## config.mk

```make
export PLATFORM = sky130hd
export DESIGN_NAME = spg_top
export DESIGN_NICKNAME = d
export VERILOG_FILES = /design/src/spg_blank.v /design/src/spg_top.v
export VERILOG_INCLUDE_DIRS = /design/src
export SDC_FILE = /design/constraint.sdc
export NUM_CORES = 1
export LEC_CHECK = 0
export BUFFER_PORTS_ARGS = -buffer_cell sky130_fd_sc_hd__clkbuf_2
export CORE_ASPECT_RATIO = 1.5
export CORE_UTILIZATION = 45
export DETAILED_ROUTE_END_ITERATION = 8
export MAX_ROUTING_LAYER = met4
export PLACE_DENSITY = 0.87
export SLEW_MARGIN = 20
export SYNTH_ARGS = -nofsm -noshare
export SYNTH_HDL_FRONTEND = slang
export SYNTH_SLANG_ARGS = --single-unit
```

## constraint.sdc

```tcl
create_clock -name mclk_i -period 2.6 [get_ports mclk_i]
set_input_delay 0 -clock mclk_i [delete_from_list [all_inputs] [get_ports mclk_i]]
set_output_delay 0 -clock mclk_i [all_outputs]
set_load 0.05 [all_outputs]
```

## src/spg_consts.vh

```
// constants for the stepper phase gate and fault latch block
// assumes a 100 MHz core clock and a 32-bit AXI4-Lite register bus
`ifndef SPG_CONSTS_VH
`define SPG_CONSTS_VH

// core clock period in ns
`define SPG_CLK_NS 10
// overcurrent blanking after each chopping turn-on, in ns
`define SPG_BLANK_NS 5500
// blanking length in clock cycles
`define SPG_BLANK_CYC (`SPG_BLANK_NS / `SPG_CLK_NS)
`define SPG_BLANK_W 10
// counter reload, one less than the window since the turn-on edge counts
`define SPG_BLANK_LOAD 10'h225

// register byte offsets
`define SPG_OFF_CTRL 4'h0
`define SPG_OFF_STATUS 4'h4
`define SPG_OFF_IRQ_STAT 4'h8
`define SPG_OFF_IRQ_MASK 4'hC

// control register fields
`define SPG_CTRL_DRIVE_EN 0
`define SPG_CTRL_RESET 8'h01

// status register fields
`define SPG_ST_OC 0
`define SPG_ST_OT 1
`define SPG_ST_BLANK 2
`define SPG_ST_WIND_LO 4

// interrupt event bits, same layout in mask
`define SPG_EV_OC 0
`define SPG_EV_OT 1
`define SPG_EV_CLASH 2
`define SPG_EV_W 3
`define SPG_MASK_RESET 3'h0

// AXI responses
`define SPG_RESP_OKAY 2'h0
`define SPG_RESP_SLVERR 2'h2

`endif

```

## src/spg_blank.v

```verilog
// overcurrent blanking timer
// assumes chop_on_i is a synchronous level, high while the chopper conducts
`timescale 1ns/1ns
`include "spg_consts.vh"

module spg_blank
(
  // clock and reset
  input wire mclk_i,
  input wire reset_n_i,
  input wire sys_clear_n_i,
  // chopper state
  input wire chop_on_i,
  // blanking window
  output wire blank_o
);

  reg chop_prev_q;
  reg [`SPG_BLANK_W-1:0] cnt_q;
  reg [`SPG_BLANK_W-1:0] cnt_d;
  wire rise;

  assign rise = chop_on_i & ~chop_prev_q;
  // (RULE9) blanking after turn-on
  assign blank_o = rise | (cnt_q != {`SPG_BLANK_W{1'b0}});

  always @*
  begin
    cnt_d = cnt_q;
    if (!sys_clear_n_i)
      cnt_d = {`SPG_BLANK_W{1'b0}};
    else if (rise)
      cnt_d = `SPG_BLANK_LOAD;
    else if (cnt_q != {`SPG_BLANK_W{1'b0}})
      cnt_d = cnt_q - 1'b1;
  end

  always @(posedge mclk_i or negedge reset_n_i)
  begin
    if (!reset_n_i)
    begin
      chop_prev_q <= 1'b0;
      cnt_q <= {`SPG_BLANK_W{1'b0}};
    end
    else
    begin
      chop_prev_q <= chop_on_i;
      cnt_q <= cnt_d;
    end
  end

endmodule

```

## src/spg_top.v

```verilog
// phase gate, interlock, fault latch and register slave of a stepper driver
// assumes synchronous inputs, analog comparators for current and heat,
// and reset_n_i driven from the logic supply power-on detector
// How it works
// (RULE1) a low phase command turns its winding on when nothing blocks it.
// (RULE2) the two outputs of one winding are never on together.
// (RULE3) both commands of a pair low turns that whole winding off.
// (RULE4) a low system clear holds the logic in its reset state.
// (RULE5) a low enable forces all four windings off.
// (RULE6) the open-drain fault flag pulls low while a trip is latched.
// (RULE7) a trip latches and keeps the windings off until cleared.
// (RULE8) only power-on reset or a clear pulse releases the latch.
// (RULE9) overcurrent is ignored for 5.5 us after each chop turn-on.
// (RULE10) overcurrent at about 3.5 A trips after the blanking window.
// (RULE11) substrate overheat at about 144 C trips the latch.
// (RULE12) power-on reset below about 4 V clears all control state.
// (RULE13) the controller keeps enable low while the supply is below 4.75 V.
// (RULE14) the controller slows the phase sequence before stopping.
//
// The AXI4-Lite register port and the address map were left to the implementer.
`timescale 1ns/1ns
`include "spg_consts.vh"

module spg_top
(
  // clock and power-on reset
  input wire mclk_i,
  input wire reset_n_i,
  // phase commands, active low
  input wire coil1_fwd_cmd_n_i,
  input wire coil1_rev_cmd_n_i,
  input wire coil2_fwd_cmd_n_i,
  input wire coil2_rev_cmd_n_i,
  // system clear and output enable
  input wire sys_clear_n_i,
  input wire enable_i,
  // analog detectors and chopper
  input wire oc_over_i,
  input wire ot_over_i,
  input wire chop_on_i,
  // winding outputs, order coil1 fwd, coil1 rev, coil2 fwd, coil2 rev
  output wire [3:0] winding_o,
  // open-drain fault flag
  output wire fault_n_o,
  output wire fault_oe_o,
  // interrupt
  output wire irq_o,
  // AXI4-Lite write address
  input wire [31:0] s_axi_awaddr,
  input wire s_axi_awvalid,
  output wire s_axi_awready,
  // AXI4-Lite write data
  input wire [31:0] s_axi_wdata,
  input wire [3:0] s_axi_wstrb,
  input wire s_axi_wvalid,
  output wire s_axi_wready,
  // AXI4-Lite write response
  output wire [1:0] s_axi_bresp,
  output wire s_axi_bvalid,
  input wire s_axi_bready,
  // AXI4-Lite read address
  input wire [31:0] s_axi_araddr,
  input wire s_axi_arvalid,
  output wire s_axi_arready,
  // AXI4-Lite read data
  output wire [31:0] s_axi_rdata,
  output wire [1:0] s_axi_rresp,
  output wire s_axi_rvalid,
  input wire s_axi_rready
);

  // mapped register check, used by both read and write paths
  function spg_mapped;
    input [31:0] addr;
    begin
      spg_mapped = (addr[31:4] == 28'h0000000) && (addr[1:0] == 2'h0);
    end
  endfunction

  wire [3:0] cmd;
  wire [3:0] gated;
  wire [1:0] clash;
  wire blank;
  wire run;
  wire oc_trip;
  wire ot_trip;
  wire [`SPG_EV_W-1:0] events;

  reg [3:0] winding_q;
  reg oc_q;
  reg ot_q;
  reg oc_d;
  reg ot_d;
  reg fault_oe_q;
  reg fault_n_q;
  reg [7:0] ctrl_q;
  reg [`SPG_EV_W-1:0] irq_stat_q;
  reg [`SPG_EV_W-1:0] irq_stat_d;
  reg [`SPG_EV_W-1:0] irq_mask_q;
  reg irq_q;
  reg [1:0] clash_q;

  // bus state
  reg awready_q;
  reg wready_q;
  reg [3:0] awaddr_q;
  reg aw_ok_q;
  reg [31:0] wdata_q;
  reg [3:0] wstrb_q;
  reg bvalid_q;
  reg [1:0] bresp_q;
  reg arready_q;
  reg rvalid_q;
  reg [31:0] rdata_q;
  reg [1:0] rresp_q;
  reg [31:0] rdata_d;
  wire aw_hs;
  wire w_hs;
  wire ar_hs;
  wire do_write;
  wire rd_clear;

  // (RULE1) low command means on
  assign cmd = ~{coil2_rev_cmd_n_i, coil2_fwd_cmd_n_i,
                 coil1_rev_cmd_n_i, coil1_fwd_cmd_n_i};

  genvar p;
  generate
    for (p = 0; p < 2; p = p + 1)
    begin : g_pair
      // (RULE2) pair interlock
      // (RULE3) both asserted gives both off
      assign gated[2*p] = cmd[2*p] & ~cmd[2*p+1];
      assign gated[2*p+1] = cmd[2*p+1] & ~cmd[2*p];
      assign clash[p] = cmd[2*p] & cmd[2*p+1];
    end
  endgenerate

  spg_blank u_blank
  (
    .mclk_i(mclk_i),
    .reset_n_i(reset_n_i),
    .sys_clear_n_i(sys_clear_n_i),
    .chop_on_i(chop_on_i),
    .blank_o(blank)
  );

  // (RULE10) overcurrent counts only outside blanking
  assign oc_trip = oc_over_i & ~blank;
  // (RULE11) overheat trips at any time
  assign ot_trip = ot_over_i;

  always @*
  begin
    oc_d = oc_q | oc_trip;
    ot_d = ot_q | ot_trip;
    // (RULE8) clear pulse releases the latch
    // (RULE4) clear held low keeps logic reset
    if (!sys_clear_n_i)
    begin
      oc_d = 1'b0;
      ot_d = 1'b0;
    end
  end

  // (RULE5) enable and software drive gate
  // (RULE7) latched trip blocks outputs
  assign run = sys_clear_n_i & enable_i & ctrl_q[`SPG_CTRL_DRIVE_EN] &
               ~oc_d & ~ot_d;

  assign events[`SPG_EV_OC] = oc_d & ~oc_q;
  assign events[`SPG_EV_OT] = ot_d & ~ot_q;
  assign events[`SPG_EV_CLASH] = sys_clear_n_i & (|(clash & ~clash_q));

  // (RULE12) power-on reset clears all state
  always @(posedge mclk_i or negedge reset_n_i)
  begin
    if (!reset_n_i)
    begin
      winding_q <= 4'h0;
      oc_q <= 1'b0;
      ot_q <= 1'b0;
      fault_oe_q <= 1'b0;
      fault_n_q <= 1'b1;
      clash_q <= 2'h0;
    end
    else
    begin
      winding_q <= run ? gated : 4'h0;
      oc_q <= oc_d;
      ot_q <= ot_d;
      // (RULE6) fault flag pulls low
      fault_oe_q <= oc_d | ot_d;
      fault_n_q <= ~(oc_d | ot_d);
      clash_q <= clash;
    end
  end

  // bus handshakes
  assign aw_hs = s_axi_awvalid & awready_q;
  assign w_hs = s_axi_wvalid & wready_q;
  assign ar_hs = s_axi_arvalid & arready_q;
  assign do_write = ~awready_q & ~wready_q & ~bvalid_q;
  assign rd_clear = ar_hs & spg_mapped(s_axi_araddr) &
                    (s_axi_araddr[3:0] == `SPG_OFF_IRQ_STAT);

  // sticky events, set wins over read clear
  always @*
  begin
    irq_stat_d = irq_stat_q;
    if (rd_clear)
      irq_stat_d = {`SPG_EV_W{1'b0}};
    irq_stat_d = irq_stat_d | events;
  end

  always @*
  begin
    rdata_d = 32'h00000000;
    case (s_axi_araddr[3:0])
      `SPG_OFF_CTRL: rdata_d[7:0] = ctrl_q;
      `SPG_OFF_STATUS:
      begin
        rdata_d[`SPG_ST_OC] = oc_q;
        rdata_d[`SPG_ST_OT] = ot_q;
        rdata_d[`SPG_ST_BLANK] = blank;
        rdata_d[`SPG_ST_WIND_LO+3:`SPG_ST_WIND_LO] = winding_q;
      end
      `SPG_OFF_IRQ_STAT: rdata_d[`SPG_EV_W-1:0] = irq_stat_q;
      `SPG_OFF_IRQ_MASK: rdata_d[`SPG_EV_W-1:0] = irq_mask_q;
      default: rdata_d = 32'h00000000;
    endcase
    if (!spg_mapped(s_axi_araddr))
      rdata_d = 32'h00000000;
  end

  always @(posedge mclk_i or negedge reset_n_i)
  begin
    if (!reset_n_i)
    begin
      awready_q <= 1'b1;
      wready_q <= 1'b1;
      awaddr_q <= 4'h0;
      aw_ok_q <= 1'b0;
      wdata_q <= 32'h00000000;
      wstrb_q <= 4'h0;
      bvalid_q <= 1'b0;
      bresp_q <= `SPG_RESP_OKAY;
      arready_q <= 1'b1;
      rvalid_q <= 1'b0;
      rdata_q <= 32'h00000000;
      rresp_q <= `SPG_RESP_OKAY;
      ctrl_q <= `SPG_CTRL_RESET;
      irq_stat_q <= {`SPG_EV_W{1'b0}};
      irq_mask_q <= `SPG_MASK_RESET;
      irq_q <= 1'b0;
    end
    else
    begin
      irq_stat_q <= irq_stat_d;
      irq_q <= |(irq_stat_d & irq_mask_q);
      if (aw_hs)
      begin
        awready_q <= 1'b0;
        awaddr_q <= s_axi_awaddr[3:0];
        aw_ok_q <= spg_mapped(s_axi_awaddr);
      end
      if (w_hs)
      begin
        wready_q <= 1'b0;
        wdata_q <= s_axi_wdata;
        wstrb_q <= s_axi_wstrb;
      end
      if (do_write)
      begin
        bvalid_q <= 1'b1;
        bresp_q <= aw_ok_q ? `SPG_RESP_OKAY : `SPG_RESP_SLVERR;
        if (aw_ok_q && wstrb_q[0])
        begin
          if (awaddr_q == `SPG_OFF_CTRL)
            ctrl_q <= wdata_q[7:0];
          if (awaddr_q == `SPG_OFF_IRQ_MASK)
            irq_mask_q <= wdata_q[`SPG_EV_W-1:0];
        end
      end
      if (bvalid_q && s_axi_bready)
      begin
        bvalid_q <= 1'b0;
        awready_q <= 1'b1;
        wready_q <= 1'b1;
      end
      if (ar_hs)
      begin
        arready_q <= 1'b0;
        rvalid_q <= 1'b1;
        rdata_q <= rdata_d;
        rresp_q <= spg_mapped(s_axi_araddr) ? `SPG_RESP_OKAY :
                   `SPG_RESP_SLVERR;
      end
      if (rvalid_q && s_axi_rready)
      begin
        rvalid_q <= 1'b0;
        arready_q <= 1'b1;
      end
    end
  end

  assign winding_o = winding_q;
  assign fault_n_o = fault_n_q;
  assign fault_oe_o = fault_oe_q;
  assign irq_o = irq_q;
  assign s_axi_awready = awready_q;
  assign s_axi_wready = wready_q;
  assign s_axi_bresp = bresp_q;
  assign s_axi_bvalid = bvalid_q;
  assign s_axi_arready = arready_q;
  assign s_axi_rdata = rdata_q;
  assign s_axi_rresp = rresp_q;
  assign s_axi_rvalid = rvalid_q;

endmodule

```

==> metrics.md <==
| Metric | Value |
|---|---|
| Clk_lat worst skew | ~0.33 ns |
| Vias | 2547 |
| Combinational Power Share | between 30% and 40% |
| Drt total wl | roughly 6900 um |
| Min-Delay Path Class | input pin to flip-flop |
| Pwr/cell area | about 800 mW/mm2 |
| Status | completed |
| First-pass GRT wire length | 11000 um |
| Clock period minus worst slack | approximately 2.4 ns |
| P_sw | between 1 and 1.5 mW |
| Nets | 535 |
| Crit path max-delay family | buffers and inverters |
| Ant diodes | 0 |
| Die W | 68.9 um |
| Dpl cell area | 0.00354 mm2 |
| Critical path, cell by cell | dlygate4sd3_1 -> clkbuf_2 -> nor4_1 -> dlygate4sd3_1 -> nand4_1 -> dlygate4sd3_1 -> o21ai_0 -> dlygate4sd3_1 |
| Peak Freq | around 0.41 GHz |
| P_int | 2.23 mW |
| CTS tree | done |
| Share of the synthesized area in the top cell type | between 40% and 50% |
| Worst slew margin | 62.0% |
| Die height | 102 um |
| CP Buf/Inv Count | 5 |
| Yosys top cell by area | dfrtp_1 |
| Initial antenna violation count | 0 |
| DRC Markers | 0 |
| Sw frac | about 33% |
| Min Hold Slack | 0.0716 ns |
| CP max stage cell | dlygate4sd3_1 |
| Worst endpoint required time | 2.87 ns |
| Post-synthesis sequential area ratio | 54.1% |
| GPL Wtd Cong | 0.783 |
| Share of power burned in registers | roughly 42% |
| Synth Area in Simple Gates | between 10% and 20% |
| Crit path DAT | 2.69 ns |
| Crit-path max cell delay | slightly below 0.6 ns |
| Vias per inst | 5.11 |
| Slew Limit Fails | 0 |
| Synth async-reset ratio | 100% |
| Area Growth Syn to Fin | 36.1% |
| Clock buffer count from CTS | 9 |
| Final hold violation count | 0 |
| Tot Pwr | 3.35 mW |
| Largest family of logic cells by synthesized area | simple AND/OR/NAND/NOR gates |
| Post-DRT Antenna Nets | 0 |
| Most common cell on crit path | dlygate4sd3_1 |
| Max-capacitance violation count | 0 |
| Peak supply drop | ~0.63 mV |
| Yosys reg bits | 65 |
| H-tree Lvls | 3 |
| FF-to-FF path depth | 5 |
| XOR/XNOR Fraction of Synth Area | under 10% |
| Vias in the first global route | 2504 |
| Tcrit/Tclk final | between 90 and 100% |
| Compound-Gate Fraction of Synth Area | 7.09% |
| GRT Overall Usage | ~22% |
| CP Max Fanout | 1 |
| Fin Setup TNS | 0 ns |
| Startpoint Class | input pin |
| I/O pin total | 164 |
| Clk pwr share | 27.4% |
| Rows | 36 |
| CTS root buf | clkbuf_8 |
| Mux share of post-synthesis cell area | 13.2% |
| Longest Clk Path Bufs | 2 |
| Synth cell types | 41 |
| EDFF count, synth | 0 |
| Cell count after synthesis | 264 |
| Die area | 0.00704 mm2 |
| WHS Path Cells | 3 |
| 1st-pass router iterations | 6 |
| Initial Utilization | 46.5% |
| RSZ-0062 raised after global routing | false |
| WL per Instance | about 14 um |
| Core box area | 0.00649 mm2 |
| Final instance area | 0.00411 mm2 |
| # clock sinks | 65 |
| CP Capture Type | flip-flop |
| DP HPWL | 5050 um |
| Register-to-register setup slack | 0.47 ns |
| FF-to-FF End | irq_o |
| Worst-path clk slew | about 0.07 ns |
| Synth top area cells | dfrtp_1, mux2_2, buf_4 |
| Hold Path End | u_blank.cnt_q[6] |
| Layout cell share with drive strength beyond 1 | a little under two fifths |
| RR Startpoint | s_axi_arready |
| Syn. warnings | 0 |
| WS Path Type | input pin to flip-flop |
| Tightest Pin Transition | 0.570 ns |
| Synth Area in Adders | 0.829% |
| Largest net degree at the start of global routing | 47 |
| Skew final | a little over 0.007 ns |
| P_leak | 2.04 nW |
| GRT overflow | 0 |
| Hold Path Origin | sys_clear_n_i |
| Ys flop type | dfrtp_1 |
| Starting DRT DRC Count | 95 |
| Setup bufs post-CTS | 0 |
| # setup viols final | 0 |
| Post-Syn Area | 0.00302 mm2 |
| IO Port Bufs | 110 |
| Post-Syn Area per Cell | roughly 11 um2 |
-- cell families (layout without fill, tap and decap cells) --
family	after synthesis	in the layout
AO/OA/AOI/OAI	33	33
XOR/XNOR	4	4
adder cells (fa/ha/maj)	2	2
buffers and inverters	39	172
flip-flops	65	65
multiplexers	33	33
other	1	26
AND/OR/NAND/NOR	87	87
-- flip-flops by register name, indices dropped and copies added (netlist names), 2 cells and up --
register,count
ctrl_q,8
irq_stat_q,3
u_blank.cnt_q,10
wdata_q,8
winding_o,4
irq_mask_q,3
s_axi_rdata,8
clash_q,2
awaddr_q,4
-- stage by stage --
stage                     instances  utilization (%)  setup slack [ns]
after floorplan                 289                -             0.676
after global placement          447             54.6             0.531
after detailed placement        447             54.6             0.481
after CTS                       498             63.3             0.209
after global routing            498             63.3            0.0523
final                           498             63.3             0.183
-- layout make-up --
type                       count  area, um2
clock buffer                  13        149
sequential                    65       1630
fill                         494       2380
multi-input combinational    185       1220
clock inverter                 3       65.1
inverter                      10       37.5
tap                           76       95.1
timing repair buffer         146        908
-- synthesized netlist by cell type, types with 6 or more instances --
cell type / number
nor2_1: 22
buf_4: 26
nand2_1: 21
dfrtp_1: 60
inv_1: 9
mux2i_1: 6
nor3_1: 8
mux2_2: 24
nor4_1: 15
o21ai_0: 13
-- power groups by stage --
stage	logic [mW]	clock network [mW]	registers [mW]
after CTS	1.02	0.933	1.41
final	1.02	0.916	1.41
after global placement	0.924	0	1.41
after floorplan	0.628	0	1.54
after detailed placement	0.964	0	1.43
after global routing	1.13	0.977	1.45
-- routing by layer --
metal | share of wire, % | global-route usage, % | vias up
met3 | 5.5 | 4.69 | 21
met5 | 0 | - | -
li1 | - | - | 1201
met1 | 35 | 22.3 | 1221
met2 | 57 | 38.1 | 104
met4 | 2.3 | 12.4 | 0
-- worst max path at each step --
stage                           from  endpoint  slack [ns]  cells past startpoint
finish              s_axi_awaddr[29]   aw_ok_q        0.18                      8
global route        s_axi_awaddr[29]   aw_ok_q        0.05                      8
CTS                 s_axi_awaddr[29]   aw_ok_q        0.21                      8
detailed placement     s_axi_arready     irq_o        0.48                      5
global placement       s_axi_arready     irq_o        0.53                      5
floorplan              s_axi_arready     irq_o        0.68                      5
-- cell usage in the layout, fill, tap and decap left out, types with 9 or more instances in the layout --
master         netlist  final
dlygate4sd3_1        0     35
clkbuf_2             0    110
dfrtp_1             60     60
inv_1                9      9
nand2_1             21     21
o21ai_0             13     13
nor4_1              15     15
clkbuf_8             0     10
mux2_2              24     24
nor2_1              22     22
conb_1               1     26
-- what timing repair did --
item | in CTS | in global routing
hold buffers | 35 | 0
endpoints found under the hold margin | 49 | 0
resized for setup | 0 | 0
-- tightest hold or removal path, stage by stage --
cell and delay, ns:
clkbuf_2 0.14, nand2_1 0.17, nor2_1 0.07
No activity file was read; power rests on OpenSTA's default activity.
